===== config.mk =====
export PLATFORM = sky130hd
export DESIGN_NAME = homing_sequencer
export DESIGN_NICKNAME = d
export VERILOG_FILES = /design/src/shared/homing_pkg.sv /design/src/rtl/homing_sequencer.sv
export SDC_FILE = /design/constraint.sdc
export NUM_CORES = 1
export LEC_CHECK = 0
export BUFFER_PORTS_ARGS = -buffer_cell sky130_fd_sc_hd__buf_4
export CORE_MARGIN = 3
export CORE_UTILIZATION = 54
export CTS_CLUSTER_SIZE = 30
export DETAILED_ROUTE_END_ITERATION = 16
export MAX_ROUTING_LAYER = met4
export PLACE_DENSITY = 0.84
export SYNTH_ARGS = -nofsm -noshare
export SYNTH_HDL_FRONTEND = slang
export SYNTH_SLANG_ARGS = --single-unit

===== constraint.sdc =====
create_clock -name clk_in -period 10.2 [get_ports clk_in]
set_input_delay 0 -clock clk_in [delete_from_list [all_inputs] [get_ports clk_in]]
set_output_delay 0 -clock clk_in [all_outputs]
set_load 0.03 [all_outputs]

===== src/shared/homing_pkg.sv =====
// Package for the four-step homing sequencer: register map, fields, timing
package homing_pkg;
   // Register indices; the byte address is four times the index
   localparam logic [9:0] IDX_STEP0      = 10'h1e0;
   localparam logic [9:0] IDX_STEP3      = 10'h1e3;
   localparam logic [9:0] IDX_LEGACY_OFS = 10'h1ea;
   localparam logic [9:0] IDX_SPEED      = 10'h1eb;
   localparam logic [9:0] IDX_ACCEL      = 10'h1ec;
   localparam logic [9:0] IDX_TORQUE     = 10'h1ed;
   localparam logic [9:0] IDX_DONE_MODE  = 10'h1ee;
   localparam logic [9:0] IDX_CORRECTION = 10'h1ef;
   localparam logic [9:0] IDX_OFFSET     = 10'h1f0;
   localparam logic [9:0] IDX_CONTROL    = 10'h1f1;
   localparam logic [9:0] IDX_LIMIT      = 10'h1f2;
   localparam logic [9:0] IDX_OP_MODE    = 10'h190;
   localparam int         ADDR_LSB       = 2;
   // Step configuration fields
   localparam int SPD_MSB = 15;
   localparam int SPD_LSB = 12;
   localparam int FLT_MSB = 11;
   localparam int FLT_LSB = 8;
   localparam int POL_BIT = 5;
   localparam int DIR_BIT = 4;
   localparam int SRC_MSB = 3;
   localparam int SRC_LSB = 0;
   // Condition sources
   localparam logic [3:0] SRC_NONE   = 4'h0;
   localparam logic [3:0] SRC_TORQUE = 4'h1;
   localparam logic [3:0] SRC_IN1    = 4'h2;
   localparam logic [3:0] SRC_IN8    = 4'h9;
   localparam logic [3:0] SRC_TIMED  = 4'ha;
   localparam logic [3:0] REL_FULL   = 4'hf;
   // Control and limit register fields
   localparam int CTL_START = 0;
   localparam int CTL_BUSY  = 0;
   localparam int CTL_DONE  = 1;
   localparam int CTL_STEP  = 2;
   localparam int LIM_SEL_MSB = 3;
   localparam int LIM_POL     = 4;
   localparam int LIM_QUICK   = 5;
   // Mode values forced by a limit switch; values are arbitrary
   localparam logic [15:0] MODE_SHUTDOWN  = 16'h0001;
   localparam logic [15:0] MODE_QUICKSTOP = 16'h0002;
   localparam logic [1:0]  LAST_STEP      = 2'h3;
   // Regulator cycle timing
   localparam int unsigned CLK_HZ = 50_000_000;
   localparam int unsigned REG_HZ = 2_000;
   localparam int unsigned REG_TICK_CYCLES = CLK_HZ / REG_HZ;
   // Sequencer states
   typedef enum logic [1:0] {ST_IDLE, ST_LOAD, ST_RUN, ST_DONE} seq_state_t;
endpackage


===== src/rtl/homing_sequencer.sv =====
// Four-step homing sequencer with an AHB-Lite register slave
// Function
// - Four steps run in order from config array
// - Step word: speed, filter, polarity, direction, source
// - Direction bit 0 positive, 1 negative
// - Source zero disables the step, no motion
// - Source 1: torque above limit, polarity one
// - Sources 2 to 9 pick inputs one-eight
// - Source 10 runs for filter-set time only
// - Polarity selects low or high active input
// - Filter needs 2^n consecutive true cycles
// - Relative speed scales base speed 0-100%
// - Completion loads position from 32-bit offset
// - Completion stores position minus offset
// - Completion copies done mode to mode register
// - Base speed unit is positions/s over 16
// - Acceleration unit positions/s^2 over 256, always applied
// - Torque limit is unsigned 16-bit mNm
// - Limit input forces shutdown or quick-halt mode
// - Filter and sampling advance at 2 kHz
`timescale 1ns/1ps
`default_nettype none

module homing_sequencer #(
   parameter int unsigned REG_TICK_CYCLES = homing_pkg::REG_TICK_CYCLES
) (
   input  wire logic        clk_in,
   input  wire logic        rst_in,
   input  wire logic        hsel_in,
   input  wire logic [31:0] haddr_in,
   input  wire logic [1:0]  htrans_in,
   input  wire logic        hwrite_in,
   input  wire logic [2:0]  hsize_in,
   input  wire logic [31:0] hwdata_in,
   input  wire logic        hready_in,
   output logic      [31:0] hrdata_out,
   output logic             hreadyout_out,
   output logic             hresp_out,
   input  wire logic [31:0] motor_position_value_in,
   input  wire logic [15:0] motor_torque_in,
   input  wire logic [7:0]  digital_input_in,
   output logic             motor_run_out,
   output logic             motor_direction_out,
   output logic      [15:0] motor_speed_out,
   output logic      [15:0] motor_acceleration_out,
   output logic             position_load_out,
   output logic      [31:0] position_load_value_out,
   output logic      [15:0] operating_mode_out,
   output logic             homing_busy_out
);

   ////////////////////////////////////////////////////////////////////////////
   // State
   typedef struct packed {
      logic [3:0][15:0]       cfg;
      logic [15:0]            legacy_ofs;
      logic [15:0]            base_speed;
      logic [15:0]            accel;
      logic [15:0]            torque_lim;
      logic [15:0]            done_mode;
      logic [15:0]            correction;
      logic [31:0]            offset;
      logic [15:0]            op_mode;
      logic [5:0]             limit_cfg;
      homing_pkg::seq_state_t st;
      logic [1:0]             step;
      logic [15:0]            filt_cnt;
      logic [15:0]            tick_cnt;
      logic                   tick;
      logic                   done;
      logic                   run;
      logic                   dir;
      logic [15:0]            speed;
      logic                   load;
      logic [31:0]            load_val;
      logic                   wr_pend;
      logic [9:0]             wr_idx;
      logic [31:0]            rdata;
      logic                   busy;
   } state_t;

   state_t q;
   state_t d;

   ////////////////////////////////////////////////////////////////////////////
   // Helpers

   // Step speed as a fraction rel/15 of the base speed
   function automatic logic [15:0] scale_speed(input logic [15:0] base,
                                               input logic [3:0]  rel);
      logic [19:0] prod;
      prod = base * rel;
      return 16'(prod / 20'(homing_pkg::REL_FULL));
   endfunction

   // Consecutive true cycles needed for a filter setting
   function automatic logic [15:0] filter_target(input logic [3:0] setting);
      return 16'h0001 << setting;
   endfunction

   // Register read mux over a given state copy
   function automatic logic [31:0] reg_read(input state_t s,
                                            input logic [9:0] idx);
      logic [31:0] r;
      r = 32'h0000_0000;
      if (idx >= homing_pkg::IDX_STEP0 && idx <= homing_pkg::IDX_STEP3) begin
         r = {16'h0000, s.cfg[2'(idx - homing_pkg::IDX_STEP0)]};
      end else begin
         unique case (idx)
            homing_pkg::IDX_LEGACY_OFS: r = {16'h0000, s.legacy_ofs};
            homing_pkg::IDX_SPEED:      r = {16'h0000, s.base_speed};
            homing_pkg::IDX_ACCEL:      r = {16'h0000, s.accel};
            homing_pkg::IDX_TORQUE:     r = {16'h0000, s.torque_lim};
            homing_pkg::IDX_DONE_MODE:  r = {16'h0000, s.done_mode};
            homing_pkg::IDX_CORRECTION: r = {16'h0000, s.correction};
            homing_pkg::IDX_OFFSET:     r = s.offset;
            homing_pkg::IDX_OP_MODE:    r = {16'h0000, s.op_mode};
            homing_pkg::IDX_LIMIT:      r = {26'h0, s.limit_cfg};
            homing_pkg::IDX_CONTROL: begin
               r[homing_pkg::CTL_BUSY] = (s.st != homing_pkg::ST_IDLE);
               r[homing_pkg::CTL_DONE] = s.done;
               r[homing_pkg::CTL_STEP +: 2] = s.step;
            end
            default: r = 32'h0000_0000;
         endcase
      end
      return r;
   endfunction

   ////////////////////////////////////////////////////////////////////////////
   // Combinational next state
   logic [15:0] cur_cfg;
   logic [3:0]  src;
   logic        pol;
   logic        cond_raw;
   logic        cond_met;
   logic [15:0] filt_next;
   logic        limit_hit;
   logic [3:0]  lim_sel;
   logic        start_req;
   logic [31:0] pos_diff;

   always_comb begin
      d = q;
      d.load = 1'b0;
      start_req = 1'b0;

      // Data phase of a write that was taken in the previous cycle
      if (q.wr_pend) begin
         if (q.wr_idx >= homing_pkg::IDX_STEP0 &&
             q.wr_idx <= homing_pkg::IDX_STEP3) begin
            d.cfg[2'(q.wr_idx - homing_pkg::IDX_STEP0)] = hwdata_in[15:0];
         end else begin
            unique case (q.wr_idx)
               homing_pkg::IDX_LEGACY_OFS: d.legacy_ofs = hwdata_in[15:0];
               homing_pkg::IDX_SPEED:      d.base_speed = hwdata_in[15:0];
               homing_pkg::IDX_ACCEL:      d.accel      = hwdata_in[15:0];
               homing_pkg::IDX_TORQUE:     d.torque_lim = hwdata_in[15:0];
               homing_pkg::IDX_DONE_MODE:  d.done_mode  = hwdata_in[15:0];
               homing_pkg::IDX_OFFSET:     d.offset     = hwdata_in;
               homing_pkg::IDX_OP_MODE:    d.op_mode    = hwdata_in[15:0];
               homing_pkg::IDX_LIMIT:      d.limit_cfg  = hwdata_in[5:0];
               homing_pkg::IDX_CONTROL:
                  start_req = hwdata_in[homing_pkg::CTL_START];
               default: ;
            endcase
         end
      end

      // Regulator cycle strobe at 2 kHz
      d.tick = 1'b0;
      if (q.tick_cnt == 16'(REG_TICK_CYCLES - 1)) begin
         d.tick_cnt = 16'h0000;
         d.tick = 1'b1;
      end else begin
         d.tick_cnt = q.tick_cnt + 16'h0001;
      end

      // Current step fields
      cur_cfg = q.cfg[q.step];
      src = cur_cfg[homing_pkg::SRC_MSB:homing_pkg::SRC_LSB];
      pol = cur_cfg[homing_pkg::POL_BIT];

      // Condition input selection and polarity
      if (src == homing_pkg::SRC_TORQUE) begin
         cond_raw = (motor_torque_in > q.torque_lim) && pol;
      end else if (src == homing_pkg::SRC_TIMED) begin
         cond_raw = 1'b1;
      end else begin
         cond_raw = ~(digital_input_in[3'(src - homing_pkg::SRC_IN1)] ^ pol);
      end

      // Consecutive-cycle filter
      filt_next = q.filt_cnt + 16'h0001;
      cond_met = cond_raw &&
                 (filt_next == filter_target(cur_cfg[homing_pkg::FLT_MSB:homing_pkg::FLT_LSB]));
      pos_diff = motor_position_value_in - q.offset;

      // Sequencer
      unique case (q.st)
         homing_pkg::ST_IDLE: begin
            if (start_req) begin
               d.st = homing_pkg::ST_LOAD;
               d.step = 2'h0;
               d.done = 1'b0;
            end
         end
         homing_pkg::ST_LOAD: begin
            d.filt_cnt = 16'h0000;
            if (src == homing_pkg::SRC_NONE || src > homing_pkg::SRC_TIMED) begin
               // Disabled step: no motion, move on at once
               d.run = 1'b0;
               if (q.step == homing_pkg::LAST_STEP) begin
                  d.st = homing_pkg::ST_DONE;
               end else begin
                  d.step = q.step + 2'h1;
               end
            end else begin
               d.st = homing_pkg::ST_RUN;
               d.run = 1'b1;
               d.dir = cur_cfg[homing_pkg::DIR_BIT];
            end
         end
         homing_pkg::ST_RUN: begin
            if (q.tick) begin
               if (cond_met) begin
                  d.run = 1'b0;
                  d.filt_cnt = 16'h0000;
                  if (q.step == homing_pkg::LAST_STEP) begin
                     d.st = homing_pkg::ST_DONE;
                  end else begin
                     d.st = homing_pkg::ST_LOAD;
                     d.step = q.step + 2'h1;
                  end
               end else if (cond_raw) begin
                  d.filt_cnt = filt_next;
               end else begin
                  d.filt_cnt = 16'h0000;
               end
            end
         end
         homing_pkg::ST_DONE: begin
            // Completion actions
            d.load = 1'b1;
            d.load_val = q.offset;
            d.correction = pos_diff[15:0];
            d.op_mode = q.done_mode;
            d.done = 1'b1;
            d.st = homing_pkg::ST_IDLE;
         end
      endcase

      // Limit switch forces a halt mode and aborts homing
      lim_sel = q.limit_cfg[homing_pkg::LIM_SEL_MSB:0];
      limit_hit = 1'b0;
      if (lim_sel != 4'h0 && lim_sel <= 4'h8) begin
         limit_hit = ~(digital_input_in[3'(lim_sel - 4'h1)] ^
                       q.limit_cfg[homing_pkg::LIM_POL]);
      end
      if (limit_hit) begin
         d.op_mode = q.limit_cfg[homing_pkg::LIM_QUICK] ?
                     homing_pkg::MODE_QUICKSTOP : homing_pkg::MODE_SHUTDOWN;
         d.st = homing_pkg::ST_IDLE;
         d.run = 1'b0;
         d.load = 1'b0;
         d.done = q.done;
      end

      // Step speed registered while driven, zero otherwise; acceleration passed through
      if (d.run) begin
         d.speed = scale_speed(q.base_speed,
                               cur_cfg[homing_pkg::SPD_MSB:homing_pkg::SPD_LSB]);
      end else begin
         d.speed = 16'h0000;
      end
      // Busy flag kept in a flop so the output comes straight from a register
      d.busy = (d.st != homing_pkg::ST_IDLE);

      // Address phase capture; read data reflects this cycle's write
      d.wr_pend = 1'b0;
      if (hsel_in && htrans_in[1] && hready_in) begin
         d.wr_pend = hwrite_in;
         d.wr_idx = haddr_in[homing_pkg::ADDR_LSB +: 10];
         if (!hwrite_in) begin
            d.rdata = reg_read(d, haddr_in[homing_pkg::ADDR_LSB +: 10]);
         end
      end
   end

   ////////////////////////////////////////////////////////////////////////////
   // State register
   always_ff @(posedge clk_in) begin
      if (rst_in) begin
         q <= '0;
      end else begin
         q <= d;
      end
   end

   ////////////////////////////////////////////////////////////////////////////
   // Outputs from flip-flops, except hresp tied to zero
   logic hready_q;

   always_ff @(posedge clk_in) begin
      if (rst_in) begin
         hready_q <= 1'b0;
      end else begin
         hready_q <= 1'b1;
      end
   end

   assign hrdata_out = q.rdata;
   assign hreadyout_out = hready_q;
   assign hresp_out = 1'b0;
   assign motor_run_out = q.run;
   assign motor_direction_out = q.dir;
   assign motor_speed_out = q.speed;
   assign motor_acceleration_out = q.accel;
   assign position_load_out = q.load;
   assign position_load_value_out = q.load_val;
   assign operating_mode_out = q.op_mode;
   assign homing_busy_out = q.busy;

endmodule

`default_nettype wire


### Yosys cells after proc, flatten, opt, wreduce, memory -nomap -nowiden

Index checks and enable logic that the tools add are counted.

| storage, ports and cells | value |
|---|---|
| logic and storage cells | 171 |
| output and inout port bits | 118 |
| latch bits | 0 |
| bits in writable memories | 0 |
| register bits | 348 |
| bits of input ports | 130 |
| memories kept | 0 |
| memory bits (read-only) | 0 |

| operators by class | value |
|---|---|
| multiply operators | 1 |
| shift-type cells | 1 |
| $lt $le $gt $ge | 13 |
| add/subtract/negate cells | 8 |
| div/mod/pow operators | 1 |
| bitwise operators | 8 |
| reductions and logical operators | 21 |
| equality and inequality tests | 28 |
| mux-type cells | 61 |

Operator list:

| kind | count |
|---|---|
| $pmux W28 S9 | 1 |
| $mux W16 | 14 |
| $eq A10 B9 Y1 const B | 19 |
| $mux W144 | 1 |
| $mux W54 | 2 |
| $mux W80 | 1 |
| $bmux W16 S2 | 2 |
| $bwmux W64 | 1 |
| $mux W32 | 2 |
| $mux W64 | 1 |
| $pmux W4 S10 | 1 |
| $mux W33 | 1 |
| $add A16 B1 Y16 const B | 2 |
| $demux W16 S2 | 1 |
| $pmux W16 S2 | 1 |
| $div A20 B4 Y20 const B | 1 |
| $ge A10 B9 Y1 const B | 2 |
| $le A10 B9 Y1 const B | 2 |
| $mul A16 B4 Y20 | 1 |
| $mux W20 | 1 |
| $eq A16 B15 Y1 const B | 1 |
| $eq A16 B16 Y1 | 1 |
| $gt A16 B16 Y1 | 1 |
| $mux W2 | 8 |
| 33 further kinds | 74 |

### Logic depth before layout (Yosys ltp)

| depth | value |
|---|---|
| word-level depth | 17 |
| depth in mapped cells | 48 |
| mapped depth without buffers | 39 |

### Worst setup path after synthesis

OpenSTA, ideal clock, no wires.

| timing path | value |
|---|---|
| path type | register to register |
| start point | reg q[129] (netlist bit) |
| end point | reg q, in the netlist motor_speed_out[0] |
| data arrival time | 10.109 ns |
| setup slack | -0.041 ns |
| stages on the path, launching flop included | 46 |
| clock period less this slack | 10.241 ns |
| setup time | 0.132 ns |
| path buffers | 6 |
| data required time | 10.068 ns |
| cell sequence | dfxtp_1 -> buf_4 -> buf_1 -> mux4_2 -> clkbuf_1 -> and2_1 -> fa_1 -> inv_1 -> fa_1 -> inv_1 -> ha_1 -> buf_4 -> a21o_1 -> a31oi_1 -> mux2i_1 -> o41a_1 -> nand3_2 -> o21a_1 -> [10 not listed] -> a2111oi_0 -> a311o_2 -> nor2_2 -> mux2_2 -> or3b_4 -> and3_1 -> buf_6 -> and2_4 -> buf_6 -> a32oi_2 -> o211ai_2 -> a21oi_1 -> ha_1 -> nor3b_1 -> nand2_1 -> nor2_1 -> o21ai_1 -> a41oi_2 |

| between the ends | value |
|---|---|
| cells in the longest elaborated chain, start to end | 16 |
| elaborated cells between the ends (all ways) | 27 |
| classes of those cells | add/sub: 1; mul: 1; div: 1; order compare: 1; eq/ne: 3; shift: 1; mux: 11; bitwise: 3; reduce/logical: 5 |

RTL lines:

| item | line | text |
|---|---|---|
| from (decl) | homing_sequencer.sv:82 | `state_t q;` |
| from (signal assigned) | homing_sequencer.sv:294 | `q <= '0;` |
| from (signal assigned) | homing_sequencer.sv:296 | `q <= d;` |
| $bmux W16 S2 (*) | homing_sequencer.sv:180 | `cur_cfg = q.cfg[q.step];` |
| $mux W16 (not written as such) (*) | homing_sequencer.sv:180 |  |
| branches (longest 14 deep; another with $mul A16 B4 Y20) | - |  |

Every way passes the cells marked *. The select of a mux whose other input is x is not followed.
A chain may end at the register's enable or synchronous reset.

### Worst setup path after layout

Ends and elaborated chain as after synthesis.

==> reports/results.ini <==
[status]
status = completed

[floorplanning]
ioPinCount = 248
dieWidth_um = 205.8
start_util = 0.5527
coreArea_mm2 = 0.03901
rows = 72
dieArea_mm2 = 0.04236
die_h_um = 205.8

[clock_tree]
clk_pin_slew_ns = 0.06
clock-sinks = 348
clk_latency_ns = 0.56
cts_inserted_buffers = 38
cts_tree = yes
clockBufferDepth = 3
cts.htree.levels = 2
cts_root_buffer = clkbuf_16

[timing]
hold_violations = 0
tightest_slew_ns = 1.237
relSlewSlack = 0.1519
period_needed_ns = 10.12
final_max_slew_viol_count = 0
finalSetupViolCount = 0
finalCritPeriodShare = 0.9919
tns_ns = 0
rsz0062_at_grt = true
worst_slack_ns = 0.08234
fmax_ghz = 0.09884
finClkSkew_ns = 0.02548

[routing]
dr.pass1.iters = 8
totalWireLength_um = 65860
wl_per_cell_um = 20.69
avgViaCountPerCell = 6.244
drt_iter0_markers = 1981
ant_nets = 0
drcViolationCount = 0
vias = 19880

[synthesis]
ys_types = 105
synthCells = 2500
synth_edf_count = 0
yosysSeqAreaShare = 0.3232
ys_warn_count = 0
syn_area_mm2 = 0.02156
async_reset_ff_frac = 0
synthFlopType = dfxtp_1
synth_nets = 2724
ys_ff_latch = 348
avgSynthCellArea_um2 = 8.623

[setup_path]
critPathMaxFanout = 8
critPathLaunchType = flip-flop
end_kind = flip-flop
critical-path-max-stage-delay_ns = 0.65
crit_type = reg2reg
critPathSlowestCell = mux4_2
crit_top_cell = a21oi_4
required_ns = 10.59
arrival_ns = 10.50

[grt]
use_met2 = 0.4830
overflow = 0
grt_max_degree = 106
grt_pass1_vias = 19060
grt_util_met1 = 0.3738
antenna_found_initial = 0
grt_first_pass_wirelength_um = 100200
met3_usage = 0.05585
grtUsageTotal = 0.3001
busiest_layer = met2

[placement]
post-place-ws_ns = -0.2266
gp_congestion = 0.9419
port_buffers = 204
dp_hpwl_um = 44110

[power_and_ir_drop]
leakage_nw = 9.935
p_per_area_mw_per_mm2 = 117.3
max-vdd-ir-drop_mv = 0.1130

[cells_and_area]
drive_above_1_share = 0.2169
nets = 2861
fill_cells = 2860
antennaDiodeCount = 0
mostFrequentLayoutCells = 388 x nor2_1, 347 x dfxtp_1, 298 x buf_4, 223 x mux2i_1, 159 x nand2_1
final_core_util = 0.6589
synthToLayoutAreaGrowth_pct = 19.22
layout_commonest_cell = nor2_1

[worst_hold_path]
hold_class = in2reg

[flow_run]
max_cap_violations = 0

per-layer routing:
metal / vias to the layer above / part of all wire
met5: - / 0
met1: 9521 / 0.39
li1: 9014 / -
met4: 0 / 0.042
met3: 216 / 0.089
met2: 1124 / 0.48
stage by stage:
| stage | hold WS, ns | area [um^2] | power, mW | instances |
|---|---|---|---|---|
| 3_5_place_dp | 0.2664 | 22780 | 1.544 | 3032 |
| 6_report | 0.02825 | 25700 | 3.016 | 3183 |
| 4_1_cts | 0.01819 | 24690 | 3.020 | 3148 |
| 5_1_grt | 0.05171 | 25700 | 3.088 | 3183 |
| 3_3_place_gp | 0.2577 | 22780 | 1.540 | 3032 |
| 2_1_floorplan | 0.1360 | 21560 | 1.489 | 2500 |
critical path, delay by kind of cell (launching register included):
kind                       cells  cell delay, ns
adders and majority gates      5            1.96
DFF                            1            0.43
AOI/OAI and AO/OA             21            4.76
buffers and inverters          2            0.14
and+or+nand+nor                9            1.65
muxes                          2            0.99
power by group:
group / switching, mW / internal (mW) / total, mW
Combinational: 0.0955 / 0.0704 / 0.166
Clock: 0.589 / 0.891 / 1.48
Sequential: 0.00571 / 1.36 / 1.37
Total: 0.690 / 2.33 / 3.02
final cells by class:
type                    instances  area [um^2]  area share
clock buffers                  53         1067     0.04152
clock inverters                15        265.3     0.01032
inverters                     107        401.6     0.01563
multi-input cells            1794        13590      0.5289
flip-flops and latches        348         6970      0.2712
well taps                     518        648.1     0.02522
repair buffers                348         2756      0.1072
timing repair:
action	CTS	global route
endpoints found under the setup margin	2	2
pin swaps	1	73
cloned	3	0
gates resized for setup	15	139
hold endpoints to repair	213	0
hold buffers	44	0
setup buffers	1	35
sequential cells by signal, summed over array words and instances (netlist names):
| name | flops |
|---|---|
| homing_busy_out | 1 |
| motor_run_out | 1 |
| lim_sel | 4 |
| position_load_value_out | 32 |
| motor_direction_out | 1 |
| hreadyout_out | 1 |
| q | 227 |
| motor_acceleration_out | 16 |
| position_load_out | 1 |
| hrdata_out | 32 |
| motor_speed_out | 16 |
| operating_mode_out | 16 |
path summary, 6_finish.rpt:
kind                              start                       endpoint  slack, ns  cells past startpoint
max                   q[129]$_SDFF_PP0_  motor_speed_out[0]$_SDFF_PP0_       0.08                     39
min          motor_position_value_in[0]              q[187]$_SDFF_PP0_       0.03                      6
max reg2reg           q[129]$_SDFF_PP0_  motor_speed_out[0]$_SDFF_PP0_       0.08                     39
min reg2reg            q[97]$_SDFF_PP0_               q[97]$_SDFF_PP0_       0.45                      1
cell usage after synthesis, types with 34 or more instances:
cell type | count | area, um^2
o221ai_1 | 34 | 297.8
dfxtp_1 | 348 | 6967
nand3_1 | 51 | 255.2
mux2i_1 | 224 | 2242
o21ai_0 | 57 | 285.3
a21o_1 | 34 | 255.2
nor2_1 | 395 | 1483
buf_4 | 121 | 908.4
clkbuf_1 | 104 | 390.4
nand2_1 | 163 | 611.8
o22ai_1 | 40 | 250.2
xnor2_1 | 45 | 394.1
inv_1 | 104 | 390.4
a21oi_1 | 124 | 620.6
mux4_2 | 34 | 765.7
and2_1 | 62 | 387.9
ha_1 | 65 | 813.3
nor3_1 | 35 | 175.2
kinds of logic (layout without fill, tap and decap cells):
logic type | count (synthesis) | count (layout) | share of synthesized area
and+or+nand+nor | 853 | 853 | 0.1813
buffers and inverters | 361 | 523 | 0.08700
adders and majority gates | 95 | 95 | 0.06518
DFF | 348 | 348 | 0.3232
AOI/OAI and AO/OA | 512 | 512 | 0.1737
other | 1 | 1 | 0.0001739
muxes | 262 | 265 | 0.1419
xor gates and xnor gates | 68 | 68 | 0.02763
Power figures use the tool's default switching activity.
